File: src/logic/opps_pkg.sv
// package: register map, field layout and reset values for the optical port
package opps_pkg;
  localparam int ADDR_W = 16;
  localparam logic [15:0] OFF_MAX_WIDTH = 16'h210a;
  localparam logic [15:0] OFF_INTERVAL = 16'h210b;
  localparam logic [15:0] OFF_POLARITY = 16'h210c;
  localparam logic [15:0] OFF_TX_CFG = 16'h2456;
  localparam logic [15:0] OFF_RX_CFG = 16'h2457;
  // field positions
  localparam int TX_INV_BIT = 0;
  localparam int TX_MOD_BIT = 1;
  localparam int TX_SRC_LSB = 2;
  localparam int RX_BB_BIT = 0;
  localparam int RX_INV_BIT = 1;
  localparam int RX_DIS_BIT = 2;
  localparam int RX_DUTY_LSB = 4;
  localparam int POL_INV_BIT = 0;
  // reset values
  localparam logic [7:0] RST_MAX_WIDTH = 8'hff;
  localparam logic [7:0] RST_INTERVAL = 8'h00;
  localparam logic [7:0] RST_TX_CFG = 8'h00;
  localparam logic [7:0] RST_RX_CFG = 8'h00;
  localparam logic [7:0] RST_POLARITY = 8'h00;
  // timing: interval unit in filter clocks, limit disable value
  localparam int SPACING_UNIT = 4;
  localparam logic [7:0] WIDTH_NO_LIMIT = 8'hff;
  localparam int PULSE_CNT_W = 18;
  localparam int CARRIER_W = 4;

  typedef enum logic [1:0] {
    OPPS_SRC_GPIO = 2'h0,
    OPPS_SRC_UART = 2'h1,
    OPPS_SRC_REAL = 2'h2,
    OPPS_SRC_REACT = 2'h3
  } opps_src_e;

  typedef enum logic [2:0] {
    OPPS_P_IDLE = 3'b001,
    OPPS_P_HIGH = 3'b010,
    OPPS_P_LOW = 3'b100
  } opps_pst_e;

  typedef struct packed {
    logic [ADDR_W-1:0] addr;
    logic [7:0] wdata;
    logic wr;
    logic rd;
  } opps_bus_s;

  typedef struct packed {
    logic out;
    logic oe;
  } opps_pin_s;
endpackage : opps_pkg

File: src/logic/opps_top.sv
// optical port routing, carrier modulation and energy pulse shaping
//
// The strobed register port is this design's own decision.
`timescale 1ns/1ps
module opps_top #(
  parameter int QUEUE_DEPTH = 4
) (
  input wire logic clk_in,
  input wire logic rst_in,
  input opps_pkg::opps_bus_s bus_in,
  output logic [7:0] rd_data_out,
  input wire logic filter_clock_en_in,
  input wire logic carrier_en_in,
  input wire logic real_energy_req_in,
  input wire logic reactive_energy_req_in,
  input wire logic aux_pulse_x_in,
  input wire logic aux_pulse_y_in,
  input wire logic [63:0] segment_map_in,
  input wire logic ir_receive_pin_in,
  output logic uart_rx_out,
  output logic gpio_fifty_five_out,
  output logic gpio_five_out,
  output logic segment_fifty_five_sel_out,
  input wire logic uart_tx_in,
  input wire logic gpio_fifty_one_in,
  input wire logic segment_fifty_one_in,
  output opps_pkg::opps_pin_s ir_transmit_pin_out,
  output logic real_energy_pulse_out,
  output logic reactive_energy_pulse_out,
  output logic aux_pulse_x_out,
  output logic aux_pulse_y_out
);
  import opps_pkg::*;

  // ----------------------------------------------------------------------
  // registers
  // ----------------------------------------------------------------------
  logic [7:0] max_width_q, interval_q, tx_cfg_q, rx_cfg_q, pol_q;
  logic ir_tx_invert, ir_tx_modulate_enable, ir_rx_bitbang_select;
  logic ir_rx_invert, ir_rx_disable, pulse_polarity_invert;
  logic [1:0] ir_tx_source_select, ir_carrier_duty;
  logic [1:0] live_q;

  assign ir_tx_invert = tx_cfg_q[TX_INV_BIT];
  assign ir_tx_modulate_enable = tx_cfg_q[TX_MOD_BIT];
  assign ir_tx_source_select = tx_cfg_q[TX_SRC_LSB +: 2];
  assign ir_rx_bitbang_select = rx_cfg_q[RX_BB_BIT];
  assign ir_rx_invert = rx_cfg_q[RX_INV_BIT];
  assign ir_rx_disable = rx_cfg_q[RX_DIS_BIT];
  assign ir_carrier_duty = rx_cfg_q[RX_DUTY_LSB +: 2];
  assign pulse_polarity_invert = pol_q[POL_INV_BIT];

  always_ff @(posedge clk_in or posedge rst_in) begin
    if (rst_in) begin
      max_width_q <= RST_MAX_WIDTH;
      interval_q <= RST_INTERVAL;
      tx_cfg_q <= RST_TX_CFG;
      rx_cfg_q <= RST_RX_CFG;
      pol_q <= RST_POLARITY;
    end else if (bus_in.wr) begin
      if (bus_in.addr == OFF_MAX_WIDTH) begin
        max_width_q <= bus_in.wdata;
      end else if (bus_in.addr == OFF_INTERVAL) begin
        interval_q <= bus_in.wdata;
      end else if (bus_in.addr == OFF_POLARITY) begin
        pol_q <= {7'h00, bus_in.wdata[POL_INV_BIT]};
      end else if (bus_in.addr == OFF_TX_CFG) begin
        tx_cfg_q <= {4'h0, bus_in.wdata[3:0]};
      end else if (bus_in.addr == OFF_RX_CFG) begin
        rx_cfg_q <= {2'h0, bus_in.wdata[5:4], 1'b0, bus_in.wdata[2:0]};
      end
    end
  end

  // read data stands only in the cycle after the strobe; unmapped read 0
  always_ff @(posedge clk_in or posedge rst_in) begin
    if (rst_in) begin
      rd_data_out <= 8'h00;
    end else if (bus_in.rd) begin
      if (bus_in.addr == OFF_MAX_WIDTH) begin
        rd_data_out <= max_width_q;
      end else if (bus_in.addr == OFF_INTERVAL) begin
        rd_data_out <= interval_q;
      end else if (bus_in.addr == OFF_POLARITY) begin
        rd_data_out <= {5'h00, live_q, pol_q[0]};
      end else if (bus_in.addr == OFF_TX_CFG) begin
        rd_data_out <= tx_cfg_q;
      end else if (bus_in.addr == OFF_RX_CFG) begin
        rd_data_out <= rx_cfg_q;
      end else begin
        rd_data_out <= 8'h00;
      end
    end else begin
      rd_data_out <= 8'h00;
    end
  end

  // ----------------------------------------------------------------------
  // receive path
  // ----------------------------------------------------------------------
  // pin is asynchronous: three stages, change accepted when 2nd and 3rd agree
  logic rx_s1_q, rx_s2_q, rx_s3_q, rx_q;
  always_ff @(posedge clk_in or posedge rst_in) begin
    if (rst_in) begin
      rx_s1_q <= 1'b1;
      rx_s2_q <= 1'b1;
      rx_s3_q <= 1'b1;
      rx_q <= 1'b1;
    end else begin
      rx_s1_q <= ir_receive_pin_in;
      rx_s2_q <= rx_s1_q;
      rx_s3_q <= rx_s2_q;
      if (rx_s2_q == rx_s3_q) begin
        rx_q <= rx_s3_q;
      end
    end
  end

  logic rx_seg, rx_is_uart;
  assign rx_seg = segment_map_in[55];
  assign rx_is_uart = !rx_seg && !ir_rx_disable && !ir_rx_bitbang_select;
  assign segment_fifty_five_sel_out = rx_seg;
  // idle high when not routed so the uart sees no false start bit
  assign uart_rx_out = rx_is_uart ? (rx_q ^ ir_rx_invert) : 1'b1;
  assign gpio_fifty_five_out = (!rx_seg && ir_rx_disable) ? rx_q
                               : 1'b0;
  assign gpio_five_out = (!rx_seg && ir_rx_bitbang_select) ? rx_q
                         : 1'b0;

  // ----------------------------------------------------------------------
  // carrier: 16 steps, low portion set by the duty field
  // ----------------------------------------------------------------------
  logic [CARRIER_W-1:0] car_q;
  logic [CARRIER_W-1:0] low_len;
  logic carrier;
  always_ff @(posedge clk_in or posedge rst_in) begin
    if (rst_in) begin
      car_q <= '0;
    end else if (carrier_en_in) begin
      car_q <= car_q + 1'b1;
    end
  end
  always_comb begin
    case (ir_carrier_duty)
      2'h0: low_len = 4'h8;
      2'h1: low_len = 4'h4;
      2'h2: low_len = 4'h2;
      default: low_len = 4'h1;
    endcase
  end
  assign carrier = car_q >= low_len;

  // ----------------------------------------------------------------------
  // energy pulse shaping, one generate slice per channel
  // ----------------------------------------------------------------------
  logic [1:0] req_in, act;
  assign req_in = {reactive_energy_req_in, real_energy_req_in};

  genvar g;
  generate
    for (g = 0; g < 2; g++) begin : g_ch
      logic [$clog2(QUEUE_DEPTH+1)-1:0] pend_q;
      logic [PULSE_CNT_W-1:0] gap_q, wid_q, half_q;
      logic [PULSE_CNT_W-1:0] limit, spacing;
      opps_pst_e st_q;
      logic no_limit, start, gap_done;
      assign no_limit = (interval_q == 8'h00)
                        || (max_width_q == WIDTH_NO_LIMIT);
      assign limit = PULSE_CNT_W'(({1'b0, max_width_q, 1'b0} + 10'h001)
                     * interval_q);
      assign spacing = PULSE_CNT_W'(interval_q * SPACING_UNIT);
      // bypass when interval is zero: start straight from the request
      // next start may share the edge of the last spacing tick
      assign gap_done = (gap_q == '0)
                        || (gap_q == 1 && filter_clock_en_in);
      assign start = (interval_q == 8'h00) ? req_in[g]
                     : (pend_q != '0 && gap_done && st_q == OPPS_P_IDLE);
      always_ff @(posedge clk_in or posedge rst_in) begin
        if (rst_in) begin
          pend_q <= '0;
        end else if (interval_q == 8'h00) begin
          pend_q <= '0;
        end else if (req_in[g] && !start && pend_q != QUEUE_DEPTH) begin
          pend_q <= pend_q + 1'b1;
        end else if (start && !req_in[g]) begin
          pend_q <= pend_q - 1'b1;
        end
      end
      always_ff @(posedge clk_in or posedge rst_in) begin
        if (rst_in) begin
          gap_q <= '0;
        end else if (start) begin
          gap_q <= spacing;
        end else if (filter_clock_en_in && gap_q != '0) begin
          gap_q <= gap_q - 1'b1;
        end
      end
      // unlimited: active for half the spacing, or one filter clock when interval is zero, else until width limit
      always_ff @(posedge clk_in or posedge rst_in) begin
        if (rst_in) begin
          st_q <= OPPS_P_IDLE;
          wid_q <= '0;
          half_q <= '0;
        end else begin
          case (st_q)
            OPPS_P_IDLE: begin
              if (start) begin
                st_q <= OPPS_P_HIGH;
                wid_q <= limit;
                half_q <= (interval_q == 8'h00) ? PULSE_CNT_W'(1)
                          : PULSE_CNT_W'(spacing >> 1);
              end
            end
            OPPS_P_HIGH: begin
              if (filter_clock_en_in) begin
                wid_q <= wid_q - 1'b1;
                half_q <= half_q - 1'b1;
                if (no_limit ? half_q <= 1 : wid_q <= 1) begin
                  st_q <= OPPS_P_LOW;
                end
              end
            end
            OPPS_P_LOW: st_q <= OPPS_P_IDLE;
            default: st_q <= OPPS_P_IDLE;
          endcase
        end
      end
      assign act[g] = (st_q == OPPS_P_HIGH);
    end
  endgenerate

  always_ff @(posedge clk_in or posedge rst_in) begin
    if (rst_in) begin
      live_q <= 2'h0;
    end else begin
      live_q <= act;
    end
  end

  always_ff @(posedge clk_in or posedge rst_in) begin
    if (rst_in) begin
      real_energy_pulse_out <= 1'b1;
      reactive_energy_pulse_out <= 1'b1;
      aux_pulse_x_out <= 1'b0;
      aux_pulse_y_out <= 1'b0;
    end else begin
      real_energy_pulse_out <= act[0] ^ !pulse_polarity_invert;
      reactive_energy_pulse_out <= act[1] ^ !pulse_polarity_invert;
      aux_pulse_x_out <= aux_pulse_x_in;
      aux_pulse_y_out <= aux_pulse_y_in;
    end
  end

  // ----------------------------------------------------------------------
  // transmit pin
  // ----------------------------------------------------------------------
  logic tx_src, tx_inv, tx_mod;
  always_comb begin
    case (opps_src_e'(ir_tx_source_select))
      OPPS_SRC_GPIO: tx_src = gpio_fifty_one_in;
      OPPS_SRC_UART: tx_src = uart_tx_in;
      OPPS_SRC_REAL: tx_src = real_energy_pulse_out;
      default: tx_src = reactive_energy_pulse_out;
    endcase
  end
  assign tx_inv = tx_src ^ ir_tx_invert;
  assign tx_mod = (ir_tx_modulate_enable && !tx_inv) ? carrier
                  : tx_inv;

  always_ff @(posedge clk_in or posedge rst_in) begin
    if (rst_in) begin
      ir_transmit_pin_out <= '0;
    end else begin
      ir_transmit_pin_out.oe <= 1'b1;
      ir_transmit_pin_out.out <= segment_map_in[51] ? segment_fifty_one_in
                                 : tx_mod;
    end
  end
endmodule : opps_top

File: config.mk
export PLATFORM = sky130hd
export DESIGN_NAME = opps_top
export DESIGN_NICKNAME = d
export VERILOG_FILES = /design/src/logic/opps_pkg.sv /design/src/logic/opps_top.sv
export SDC_FILE = /design/constraint.sdc
export NUM_CORES = 1
export LEC_CHECK = 0
export BUFFER_PORTS_ARGS = -buffer_cell sky130_fd_sc_hd__buf_4
export CAP_MARGIN = 20
export CORE_MARGIN = 2
export CORE_UTILIZATION = 55
export DETAILED_ROUTE_END_ITERATION = 10
export PLACE_DENSITY = 0.75
export SETUP_SLACK_MARGIN = 0.1
export SLEW_MARGIN = 0
export SYNTH_ARGS = -nofsm -noshare
export SYNTH_HDL_FRONTEND = slang
export SYNTH_SLANG_ARGS = --single-unit
File: constraint.sdc
create_clock -name clk_in -period 6.6 [get_ports clk_in]
set_input_delay 0 -clock clk_in [delete_from_list [all_inputs] [get_ports clk_in]]
set_output_delay 0 -clock clk_in [all_outputs]
set_load 0.1 [all_outputs]
Word level (Yosys, flattened, before mapping)
Index checks and enable logic that the tools add are counted.
{ "totals": {"register_bits": 170, "input_bits": 102, "output_inout_bits": 18, "wordCells": 182} }
{ "classes": {"addsub": 12, "multipliers": 1, "order_cmp": 5, "n_eq_ne": 25, "mux": 48, "bitwise": 8, "reduce_logical": 55} }
{ "ops": {"columns": ["operator", "n"], "rows": [
  ["2-to-1 mux 18 bit", 12],
  ["case mux 18 bit (2 select lines)", 4],
  ["subtractor 18 x 1 -> 18 bit, second input constant", 6],
  ["== test 16 x 14 -> 1 bit, second input constant", 5],
  ["<= comparator 18 x 1 -> 1 bit, second input constant", 4],
  ["== test 18 x 1 -> 1 bit, second input constant", 2],
  ["logical NOT 18 bit", 2],
  ["2-to-1 mux 3 bit", 12],
  ["nonzero test 18 bit", 2],
  ["2-to-1 mux 8 bit", 3],
  ["logical AND 1 bit", 19],
  ["multiplier 10 x 8 -> 18 bit", 1],
  ["2-to-1 mux 6 bit", 3],
  ["AND reduction 3 bit", 5],
  ["case mux 3 bit (2 select lines)", 2],
  ["case mux 4 bit (3 select lines)", 1],
  ["nonzero test 3 bit", 4],
  ["adder 9 x 1 -> 10 bit, second input constant", 1],
  ["logical NOT 1 bit", 9],
  ["2-to-1 mux 1 bit", 9],
  ["2-to-1 mux 9 bit", 1],
  ["== test 8 bit, second input constant", 1],
  ["logical NOT 8 bit", 1],
  ["!= test 2 bit, second input constant", 4],
  ["21 further kinds", 41]
]} }

Longest topological paths before layout
Gate-level depths: netlist of run 1.
{ "logic_depth": {"ltp_word": 11, "depth_mapped": 18} }

Worst setup path before layout of run 1
No wires, ideal clock.
{ "synth_timing": {"path_type": "register -> register", "startpoint": "reg max_width_q[4]", "endpoint": "reg g_ch[0].wid_q[17]", "setup_ps": 127, "arrival_ps": 4698, "required_ps": 6473, "path_slack_ps": 1775, "path_stages_with_launch": 17, "path_buffers": 1, "cell_sequence": "dfstp_2 clkbuf_1 nand2_1 fa_1 fa_1 inv_1 fa_1 inv_1 fa_1 inv_1 ha_1 o2111ai_1 and3_1 or4b_2 a31oi_1 o211a_1 nor3_1"} }
{ "synth_between": {"elab_chain_cells": 4} }
{ "synth_rtl": {"columns": ["item", "line", "text"], "rows": [
  ["start: declaration", "opps_top.sv:38", "logic [7:0] max_width_q, interval_q, tx_cfg_q, rx_cfg_q, pol_q;"],
  ["start signal: assignment", "opps_top.sv:62", "max_width_q <= bus_in.wdata;"],
  ["adder 9 x 1 -> 10 bit", "opps_top.sv:169", "assign limit = PULSE_CNT_W'(({1'b0, max_width_q, 1'b0} + 10'h001)"],
  ["multiplier 10 x 8 -> 18 bit", "opps_top.sv:170", "* interval_q);"],
  ["2-to-1 mux 18 bit", "opps_top.sv:207", "if (start) begin"],
  ["case mux 18 bit (2 select lines)", "opps_top.sv:205", "case (st_q)"],
  ["end signal: assignment", "opps_top.sv:209", "wid_q <= limit;"],
  ["end signal: assignment", "opps_top.sv:216", "wid_q <= wid_q - 1'b1;"],
  ["end: declaration", "opps_top.sv:163", "logic [PULSE_CNT_W-1:0] gap_q, wid_q, half_q;"]
]} }
No other way between the ends. The select of a mux whose other input is x is not followed.
A chain may end at the register's enable or synchronous reset.

Worst setup path in the final report of run 1
{ "layout_timing": {"startpoint": "reg interval_q[3]", "endpoint": "reg g_ch[1].wid_q[16]"} }
{ "layout_between": {"elab_chain_cells": 4, "elab_cells_between_ends": 7, "classes_between": "mul: 1; eq/ne: 1; mux: 3; reduce/logical: 2"} }
{ "layout_rtl": {"columns": ["item", "line", "text"], "rows": [
  ["start: declaration", "opps_top.sv:38", null],
  ["start signal: assignment", "opps_top.sv:64", "interval_q <= bus_in.wdata;"],
  ["branches (longest 4 deep; another with multiplier 10 x 8 -> 18 bit)", null, null],
  ["end signal: assignment", "opps_top.sv:209", null],
  ["end signal: assignment", "opps_top.sv:216", null],
  ["end: declaration", "opps_top.sv:163", null]
]} }
Several ways; the timed one is not identified. The select of a mux whose other input is x is not followed.

==> flow_metrics.env, run 1 <==
export IMPL_status="complete, no violations"
export IMPL_peakVddDrop_v=0.000184
export IMPL_critPathKind="flip-flop to flip-flop"
export IMPL_die_area_sq_mm=0.0223
export IMPL_max_slew_worst_pin_slew_ns=1.03
export IMPL_postSynthCellCount=1266
export IMPL_htreeDepth=4
export IMPL_numCtsBuffers=17
export IMPL_tns_ns=0
export IMPL_drtIter0Drc=674
export IMPL_rows=53
export IMPL_setup_viol=0
export IMPL_grt_pass1_vias=9587
export IMPL_antenna_cells=0
export IMPL_cts_setup_buffers=0
export IMPL_p_leak_nw=6.03
export IMPL_internal_power_mw=2.46
export IMPL_arrival_ns=5.79
export IMPL_netSwitchingPower_mw=1.80
export IMPL_finalWeightedCongestion=0.855
export IMPL_worst_path_max_fanout=15
export IMPL_max_freq_mhz=182
export IMPL_layout_commonest_cell="dfrtp_1"
export IMPL_crit_path_end_kind="flip-flop"
export IMPL_cts_num_sinks=170
export IMPL_routedWlPerCell_microns=17.3
export IMPL_fp_dieW_microns=149
export IMPL_slew_viol_final=0
export IMPL_finalCritPeriodShare=0.833
export IMPL_synth_distinct_cells=80
export IMPL_coreArea_sq_mm=0.0209
export IMPL_netlist_area_sq_mm=0.0116
export IMPL_pwr_share_comb=0.401
export IMPL_pin_count=120
export IMPL_rsz0062_at_grt="false"
export IMPL_avgSynthCellArea_sq_um=9.19
export IMPL_grt_ovfl_total=0
export IMPL_via_per_inst=5.92
export IMPL_grt_max_degree=59
export IMPL_synthToLayoutAreaGrowth_pct=12.5
export IMPL_postSynth_asyncResetShare=1.00
export IMPL_hold_viol_final=0
export IMPL_max_cap_viol_count=0
export IMPL_clk_latency_ns=0.44
export IMPL_yosysSeqAreaShare=0.368
export IMPL_synth_ff_type="dfrtp_1"
export IMPL_start_kind="flip-flop"
export IMPL_power_density_mw_per_mm2=326
export IMPL_grtUsageTotal=0.267
export IMPL_totalWireLength_mm=27.8
export IMPL_place_hpwl_mm=19.3
export IMPL_clock_skew_ns=0.00837
export IMPL_synth_edff_count=0
export IMPL_max_slew_margin=0.311
export IMPL_drc=0
export IMPL_pwr_share_seq=0.365
export IMPL_synth_yosys_warnings=0
export IMPL_initial_utilization=0.557
export IMPL_layout_nets=1527
export IMPL_grt_pass1_wl_mm=47.6
export IMPL_cts_root_buf="clkbuf_16"
export IMPL_fin_util=0.627
export IMPL_hold_class="input port to flip-flop"
export IMPL_drive_gt1_frac=0.136
export IMPL_port_buffers=57
export IMPL_antenna_found_initial=0
export IMPL_fillers=1699
export IMPL_final_cell_mix="154 x dfrtp_1, 137 x nor2_1, 95 x o21ai_0"
export IMPL_vias=9540
export IMPL_swShare=0.422
export IMPL_worstPathRequired_ns=6.89
export IMPL_p_clk_frac=0.234
export IMPL_fp_dieH_microns=149
export IMPL_ys_ff_latch=170
export IMPL_ant_nets=0
export IMPL_syn_num_nets=1470
export IMPL_finalWorstPathRequiredPeriod_ns=5.50
export IMPL_cts_tree="done"
export IMPL_path_clk_slew_ns=0.07
export IMPL_drt_pass1_iter_count=5
export IMPL_clockBufferDepth=2
cell families after synthesis:
group / share of synthesized area
simple gates: 0.227
compound gates: 0.132
flops: 0.368
buf+inv: 0.0455
fa+ha+maj: 0.139
xor+xnor: 0.0512
mux: 0.0375
other cells: 0.000322
metrics by stage:
stage | cell area, sq um | cells | worst slack [ns] | power, mW | hold slack, ns
after floorplan | 11600 | 1266 | 1.78 | 2.81 | 0.00448
after global placement | 12300 | 1556 | 1.31 | 3.19 | 0.0871
after detailed placement | 12300 | 1556 | 1.25 | 3.23 | 0.0843
after CTS | 13100 | 1611 | 1.17 | 4.26 | 0.0663
after global routing | 13100 | 1611 | 0.702 | 4.56 | 0.113
final | 13100 | 1611 | 1.10 | 4.26 | 0.0799
worst max-delay path: stages, from the launching register on:
cell and delay [ns]:
dfrtp_1 0.76, nand2_1 0.17, fa_1 0.53, fa_1 0.56, inv_1 0.05, fa_1 0.47
inv_1 0.05, fa_1 0.47, inv_1 0.04, ha_1 0.35, nand3_1 0.11, o211ai_1 0.13
o41ai_1 0.57, o211ai_1 0.23, a31oi_1 0.33, mux2i_1 0.39, a211oi_1 0.14
power by group through the flow:
stage	registers (mW)	logic (mW)	clock network (mW)
after global routing	1.60	1.92	1.05
after CTS	1.55	1.69	1.01
after global placement	1.56	1.63	0
after floorplan	1.54	1.27	0
final	1.56	1.71	0.996
after detailed placement	1.57	1.67	0
cell type report:
cell class	count	area, sq um	share of cell area
inverter	79	302	0.0230
clock buffer	17	425	0.0325
sequential	170	4270	0.327
timing repair buffer	95	771	0.0589
tap	275	344	0.0263
clock inverter	15	143	0.0109
multi-input combinational	960	6830	0.522
state kept, by name (all words and copies together) (netlist names), 2 cells and up:
register,flops
car_q,4
g_ch.gap_q,36
g_ch.half_q,36
g_ch.pend_q,6
g_ch.st_q,6
g_ch.wid_q,36
interval_q,8
ir_transmit_pin_out,2
live_q,2
max_width_q,8
rd_data_out,8
rx_cfg_q,5
tx_cfg_q,4
per-layer routing:
metal,wire length [microns],vias to the layer above,GRT usage,share of wire
met3,1710,38,0.0534,0.061
met4,471,0,0.0852,0.017
met5,0,-,0,0
met1,12600,4700,0.372,0.45
li1,-,4516,-,-
met2,13000,286,0.420,0.47
cells in the mapped netlist (7+ instances only):
cell | number | share of area
nand2b_1 | 9 | 0.0048
nand3b_1 | 9 | 0.0058
inv_1 | 79 | 0.025
a21oi_1 | 67 | 0.029
mux2i_1 | 11 | 0.0095
and3_1 | 7 | 0.0038
ha_1 | 58 | 0.062
nor4_1 | 29 | 0.016
and2_1 | 64 | 0.034
clkbuf_1 | 48 | 0.015
or4_1 | 9 | 0.0058
nand3_1 | 30 | 0.013
o21ai_0 | 95 | 0.041
a22oi_1 | 9 | 0.0058
a31oi_1 | 7 | 0.0038
dfstp_2 | 16 | 0.036
or3_1 | 14 | 0.0075
xor2_1 | 20 | 0.015
nand4_1 | 8 | 0.0043
nand2_1 | 89 | 0.029
xnor2_1 | 48 | 0.036
mux2_2 | 27 | 0.026
fa_1 | 44 | 0.076
nor2_1 | 137 | 0.044
nor3_1 | 38 | 0.016
nor2b_1 | 9 | 0.0048
dfrtp_1 | 154 | 0.33
repair_timing:
item | 4_1_cts | 5_1_grt
endpoints found under the hold margin | 102 | 0
hold buffers | 23 | 0
resized for setup | 0 | 0
final timing paths:
check / startpoint / to / slack [ns] / cells after the start
max: interval_q[3] / g_ch[1].wid_q[16] / 1.10 / 16
min: bus_in[13] / rd_data_out[2] / 0.08 / 5
max reg2reg: interval_q[3] / g_ch[1].wid_q[16] / 1.10 / 16
min reg2reg: rx_s1_q / rx_s2_q / 0.36 / 0
max in group asynchronous: rst_in / aux_pulse_y_out / 5.30 / 4
min in group asynchronous: rst_in / g_ch[1].half_q[15] / 0.14 / 3
(Power assumes the default switching activity.)
==> run 2, diff against run 1 <==
ABC_AREA = 1   (was default)
PLACE_DENSITY = 0.78   (was 0.75)
clock period = 4.4 ns   (was 6.6 ns; I/O delays follow)
==> flow_metrics.env, run 2 <==
export IMPL_vias=12400
export IMPL_totalWireLength_mm=34.6
export IMPL_synthTopCellsByArea="dfrtp_1 30%, nand2_1 12%, inv_1 7.8%"
export IMPL_die_area_sq_mm=0.0250
export IMPL_drt_pass1_iter_count=6
export IMPL_slowest_stage="fa_1"
export IMPL_routedWlPerCell_microns=15.6
export IMPL_crit_path_end_kind="flip-flop"
export IMPL_multi_input_area_sq_mm=0.00777
export IMPL_rr_startpoint="interval_q[3]"
export IMPL_postSynthCellCount=1786
export IMPL_place_hpwl_mm=23.7
export IMPL_dp_cells=2142
export IMPL_start_kind="flip-flop"
export IMPL_clock_skew_ns=0.0148
export IMPL_p_leak_nw=8.11
export IMPL_finalCritPeriodShare=1.01
export IMPL_synthToLayoutAreaGrowth_pct=16.3
export IMPL_grtUsageTotal=0.279
export IMPL_fillers=1940
export IMPL_hold_class="input port to flip-flop"
export IMPL_drc=0
export IMPL_synth_most_common_cell="nand2_1"
export IMPL_synth_edff_count=0
export IMPL_fp_dieH_microns=158
export IMPL_peakVddDrop_v=0.000299
export IMPL_placed_cell_area_sq_mm=0.0139
export IMPL_cp_cell_sequence="buf_4 -> buf_4 -> nand2_1 -> inv_1 -> fa_2 -> fa_1 -> fa_1 -> inv_1 -> fa_1 -> inv_1 -> ha_4 -> nand4_1 -> o21ai_2 -> nand3_2 -> nand2_1 -> nand2_1 -> nand3_1 -> o21ai_1 -> nand2_1 -> o21ai_1"
export IMPL_worstPathRequired_ns=4.70
export IMPL_antenna_found_initial=0
export IMPL_stdcell_count=2216
export IMPL_slew_viol_final=0
export IMPL_synth_distinct_cells=56
export IMPL_numCtsBuffers=17
export IMPL_synth_common_cells="424 x nand2_1, 272 x inv_1, 182 x nor2_1"
export IMPL_postSynth_asyncResetShare=1.00
export IMPL_max_slew_worst_pin_slew_ns=0.871
export IMPL_status="complete, but fails checks"
export IMPL_finalPower_mw=7.72
export IMPL_pin_count=120
export IMPL_cts_tree="done"
export IMPL_grt_pass1_wl_mm=55.8
export IMPL_coreArea_sq_mm=0.0234
export IMPL_tns_ns=-0.0255
export IMPL_hold_viol_final=0
export IMPL_finalWorstPathRequiredPeriod_ns=4.43
export IMPL_violations="setup timing"
export IMPL_drive_gt1_frac=0.152
export IMPL_synth_yosys_warnings=0
export IMPL_final_cell_mix="406 x nand2_1, 263 x inv_1, 177 x nor2_1"
export IMPL_seqCellArea_sq_mm=0.00428
export IMPL_fin_util=0.649
export IMPL_place_ws_ns=0.0279
export IMPL_max_cap_viol_count=0
export IMPL_cts_num_sinks=170
export IMPL_yosys_area_top_type_share=0.295
export IMPL_cts_root_buf="clkbuf_16"
export IMPL_netlist_area_sq_mm=0.0131
export IMPL_cpPeakStageDelay_ns=0.58
export IMPL_arrival_ns=4.72
export IMPL_netlist_top_cell_by_area="dfrtp_1"
export IMPL_finalWeightedCongestion=0.954
export IMPL_layout_commonest_cell="nand2_1"
export IMPL_startpoint="interval_q[3]"
export IMPL_crit_buf_inv=5
export IMPL_hold_start="bus_in[20]"
export IMPL_ys_ff_latch=170
export IMPL_layout_setup_ws_ns=-0.0255
export IMPL_avgSynthCellArea_sq_um=7.31
export IMPL_cpMostUsedCell="nand2_1"
export IMPL_clk_latency_ns=0.45
export IMPL_critPathKind="flip-flop to flip-flop"
export IMPL_port_buffers=57
export IMPL_max_freq_mhz=226
export IMPL_max_slew_margin=0.416
export IMPL_worst_path_max_fanout=5
export IMPL_yosysSeqAreaShare=0.327
export IMPL_initial_utilization=0.558
export IMPL_grt_pass1_vias=11700
export IMPL_htreeDepth=4
export IMPL_fin_area_sq_mm=0.0152
export IMPL_fp_dieW_microns=158
export IMPL_synth_ff_type="dfrtp_1"
export IMPL_setup_viol=1
export IMPL_crit_family="adder cells"
export IMPL_layout_nets=2088
export IMPL_rows=56
export IMPL_drtIter0Drc=1171
export IMPL_path_clk_slew_ns=0.07
export IMPL_largestRegisters="g_ch.gap_q x36, g_ch.half_q x36, g_ch.wid_q x36"
export IMPL_syn_num_nets=1990
export IMPL_clockBufferDepth=2
export IMPL_whs_ns=0.0601
export IMPL_ant_nets=0
export IMPL_via_per_inst=5.58
export IMPL_grt_max_degree=87
export IMPL_antenna_cells=0
export IMPL_grt_ovfl_total=0
export IMPL_power_density_mw_per_mm2=509
export IMPL_rsz0062_at_grt="true"
[run 2: changes by cell type after synthesis, moves of 16 or more]
cell	delta
clkbuf_1	-19
nand2_1	+335
nor2_1	+45
nand4_1	+34
o21ai_1	+24
a21oi_1	-18
mux2_2	-25
xor2_1	+25
o21ai_0	+24
and2_1	-64
inv_1	+193
nand3_1	+90
nor4_1	-16
xnor2_1	-29
[run 2: worst paths after layout]
path                            slack [ns]                      to  depth (start not counted)
worst max-delay path                 -0.03       g_ch[0].wid_q[16]                         20
worst min-delay path                  0.06          rd_data_out[1]                          6
worst max register to register       -0.03       g_ch[0].wid_q[16]                         20
worst min register to register        0.36                 rx_s2_q                          0
max in group asynchronous             2.97           interval_q[5]                          4
min in group asynchronous             0.22  ir_transmit_pin_out[1]                          3
[run 2: where the power goes]
group          internal, mW  switching [mW]  total (mW)
clock                 0.808           0.729        1.54
combinational          1.31            2.56        3.86
sequential             1.94           0.388        2.32
total                  4.05            3.67        7.72
[run 2: tightest hold or removal path: cells and delay by family]
| kind | cells | cell delay [ns] |
|---|---|---|
| buffers and inverters | 1 | 0.10 |
| and+or+nand+nor | 4 | 0.29 |
| AOI/OAI and AO/OA | 1 | 0.06 |
[run 2: layout make-up]
class	instances	area share
multi-input combinational	1278	0.512
sequential	170	0.282
inverter	285	0.0707
timing repair buffer	132	0.0706
clock buffer	18	0.0283
tap	319	0.0263
clock inverter	14	0.0101
[run 2: cells by family after synthesis]
logic type,after synthesis,synth area share
AO/OA/AOI/OAI,246,0.105
XOR/XNOR,64,0.0429
adder cells (fa/ha/maj),103,0.124
buffers and inverters,338,0.103
flip-flops,170,0.327
multiplexers,5,0.00402
other,1,0.000287
AND/OR/NAND/NOR,859,0.293
[run 2: what timing repair did]
item                       in CTS  in global routing
buffers inserted                7                 15
hold endpoints to repair       66                  0
setup endpoints to repair      12                 22
hold buffers                   20                  0
resized for setup               7                 96
pin swaps                       1                 62
[run 2: per-layer routing]
metal | routed length [microns] | GRT usage | vias up | share of wire
li1 | - | - | 5910 | -
met1 | 14700 | 0.369 | 5955 | 0.42
met2 | 17100 | 0.468 | 440 | 0.49
met3 | 2170 | 0.0468 | 66 | 0.063
met4 | 682 | 0.0862 | 0 | 0.020
met5 | 0 | 0 | - | 0
==> run 3, diff against run 2 <==
ABC_AREA = default   (was 1)
==> flow_metrics.env, run 3 (synthesized netlist as in run 1, its figures left out) <==
export IMPL_status="complete, but fails checks"
export IMPL_violations="setup timing"
export IMPL_placed_cell_area_sq_mm=0.0127
export IMPL_layout_setup_ws_ns=-0.197
export IMPL_finalWorstPathRequiredPeriod_ns=4.60
export IMPL_clk_latency_ns=0.45
export IMPL_cpMostUsedCell="fa_1"
export IMPL_rr_startpoint="interval_q[5]"
export IMPL_reg2reg_to="g_ch[0].wid_q[17]"
export IMPL_ant_nets=0
export IMPL_place_ws_ns=-0.237
export IMPL_peakVddDrop_v=0.000306
export IMPL_clock_skew_ns=0.0131
export IMPL_worst_path_max_fanout=6
export IMPL_setup_viol=12
export IMPL_fp_dieW_microns=149
export IMPL_rows=53
export IMPL_synthToLayoutAreaGrowth_pct=18.1
export IMPL_layout_commonest_cell="dfrtp_1"
export IMPL_grtUsageTotal=0.273
export IMPL_layout_nets=1575
export IMPL_cp_cell_sequence="and2_4 -> fa_1 -> inv_2 -> fa_1 -> inv_1 -> fa_1 -> inv_1 -> fa_1 -> inv_2 -> ha_4 -> a21o_1 -> nand2_2 -> and3_4 -> or4b_4 -> a31oi_4 -> o211a_1 -> nor3_1"
export IMPL_initial_utilization=0.557
export IMPL_worstPathRequired_ns=4.72
export IMPL_reg2reg_slack_ns=-0.20
export IMPL_coreArea_sq_mm=0.0209
export IMPL_clockBufferDepth=2
export IMPL_max_slew_worst_pin_slew_ns=0.919
export IMPL_internal_power_mw=3.72
export IMPL_via_per_inst=5.90
export IMPL_place_hpwl_mm=20.2
export IMPL_finalWeightedCongestion=0.887
export IMPL_grt_pass1_wl_mm=48.6
export IMPL_hold_depth=3
export IMPL_grt_max_degree=171
export IMPL_arrival_ns=4.92
export IMPL_numCtsBuffers=17
export IMPL_max_slew_margin=0.382
export IMPL_p_leak_nw=6.34
export IMPL_vias=9795
export IMPL_start_kind="flip-flop"
export IMPL_routedWlPerCell_microns=17.7
export IMPL_drt_pass1_iter_count=6
export IMPL_cpPeakStageDelay_ns=0.54
export IMPL_p_clk_frac=0.240
export IMPL_fin_area_sq_mm=0.0137
export IMPL_fp_dieH_microns=149
export IMPL_slowest_stage="or4b_4"
export IMPL_max_freq_mhz=218
export IMPL_totalWireLength_mm=29.4
export IMPL_max_cap_viol_count=0
export IMPL_htreeDepth=4
export IMPL_hold_class="input port to flip-flop"
export IMPL_largestRegisters="g_ch.gap_q x36, g_ch.half_q x36, g_ch.wid_q x36"
export IMPL_cts_num_sinks=170
export IMPL_path_clk_slew_ns=0.08
export IMPL_pin_count=120
export IMPL_hold_start="filter_clock_en_in"
export IMPL_die_area_sq_mm=0.0223
export IMPL_ff2ff_path_depth=17
export IMPL_whs_ns=0.0397
export IMPL_grt_ovfl_total=0
export IMPL_antenna_found_initial=0
export IMPL_netSwitchingPower_mw=2.72
export IMPL_drtIter0Drc=967
export IMPL_whs_endpoint="g_ch[1].st_q[2]"
export IMPL_drive_gt1_frac=0.193
export IMPL_port_buffers=57
export IMPL_critPathKind="flip-flop to flip-flop"
export IMPL_drc=0
export IMPL_antenna_cells=0
export IMPL_cts_root_buf="clkbuf_16"
export IMPL_pwr_share_comb=0.397
export IMPL_finalCritPeriodShare=1.04
export IMPL_pwr_share_seq=0.364
export IMPL_crit_path_end_kind="flip-flop"
export IMPL_cts_tree="done"
export IMPL_rsz0062_at_grt="true"
export IMPL_hold_viol_final=0
export IMPL_power_density_mw_per_mm2=469
export IMPL_slew_viol_final=0
export IMPL_grt_pass1_vias=9838
export IMPL_final_cell_mix="153 x dfrtp_1, 135 x nor2_1, 116 x buf_4"
export IMPL_swShare=0.423
[run 3: cell count changes in the layout (fill, tap and decap cells not counted), moves of 18 or more]
cell / before / now
inv_2: 21 / 2
o21ai_0: 107 / 87
nand2_1: 406 / 84
a21oi_1: 40 / 66
and2_1: 0 / 63
xor2_1: 44 / 16
inv_1: 263 / 76
xnor2_1: 16 / 46
nor2_1: 177 / 135
nand2_2: 23 / 5
mux2_2: 2 / 27
nand4_1: 42 / 8
nand3_1: 109 / 28
o21ai_1: 34 / 8
[run 3: worst max-delay path by stage]
stage	start	to	slack (ns)	depth (start not counted)
3_5_place_dp	max_width_q[4]	g_ch[1].wid_q[16]	-0.24	16
5_1_grt	interval_q[5]	g_ch[1].wid_q[17]	-0.40	17
2_1_floorplan	max_width_q[2]	g_ch[1].wid_q[15]	-0.11	17
4_1_cts	max_width_q[4]	g_ch[0].wid_q[15]	-0.20	14
3_3_place_gp	max_width_q[2]	g_ch[0].wid_q[15]	-0.08	16
6_report	interval_q[5]	g_ch[0].wid_q[17]	-0.20	17
[run 3: layout make-up]
type | instances | area (sq um)
Tap cell | 275 | 344
Multi-Input combinational cell | 960 | 7070
Clock buffer | 18 | 429
Clock inverter | 14 | 155
Sequential cell | 170 | 4280
Inverter | 79 | 300
Timing Repair Buffer | 143 | 1160
Fill cell | 1578 | 7160
[run 3: repair_timing]
item / CTS / global route
resized for setup: 16 / 27
endpoints found under the hold margin: 200 / 0
hold buffers: 22 / 0
pin swaps: 14 / 28
endpoints found under the setup margin: 16 / 19
setup buffers: 3 / 4
[run 3: stage by stage]
stage | cells | util | power (mW) | TNS [ns]
5_1_grt | 1659 | 0.657 | 6.89 | -4.15
6_report | 1659 | 0.657 | 6.45 | -1.39
2_1_floorplan | 1266 | - | 4.22 | -0.246
3_5_place_dp | 1598 | 0.607 | 4.83 | -1.28
4_1_cts | 1655 | 0.649 | 6.41 | -1.33
3_3_place_gp | 1598 | 0.607 | 4.74 | -0.310
[run 3: metal layers]
layer	track usage	part of all wire	up-vias
met4	0.113	0.034	0
met1	0.349	0.42	4786
met2	0.456	0.50	311
met5	0	0	-
met3	0.0512	0.054	75
li1	-	-	4623
[run 3: worst max-delay path: cells and delay by family, from the launching register on]
kind                     cells  cell delay, ns
buffers and inverters        4            0.20
AND/OR/NAND/NOR              5            1.01
flip-flops                   1            0.42
adder cells (fa/ha/maj)      5            2.28
AO/OA/AOI/OAI                3            0.57
[run 3: power by group through the flow]
| stage | Clock, mW | Sequential (mW) | Combinational [mW] |
|---|---|---|---|
| after floorplan | 0 | 2.31 | 1.91 |
| after global placement | 0 | 2.33 | 2.41 |
| after detailed placement | 0 | 2.35 | 2.48 |
| after CTS | 1.56 | 2.33 | 2.53 |
| after global routing | 1.64 | 2.40 | 2.85 |
| final | 1.54 | 2.34 | 2.56 |
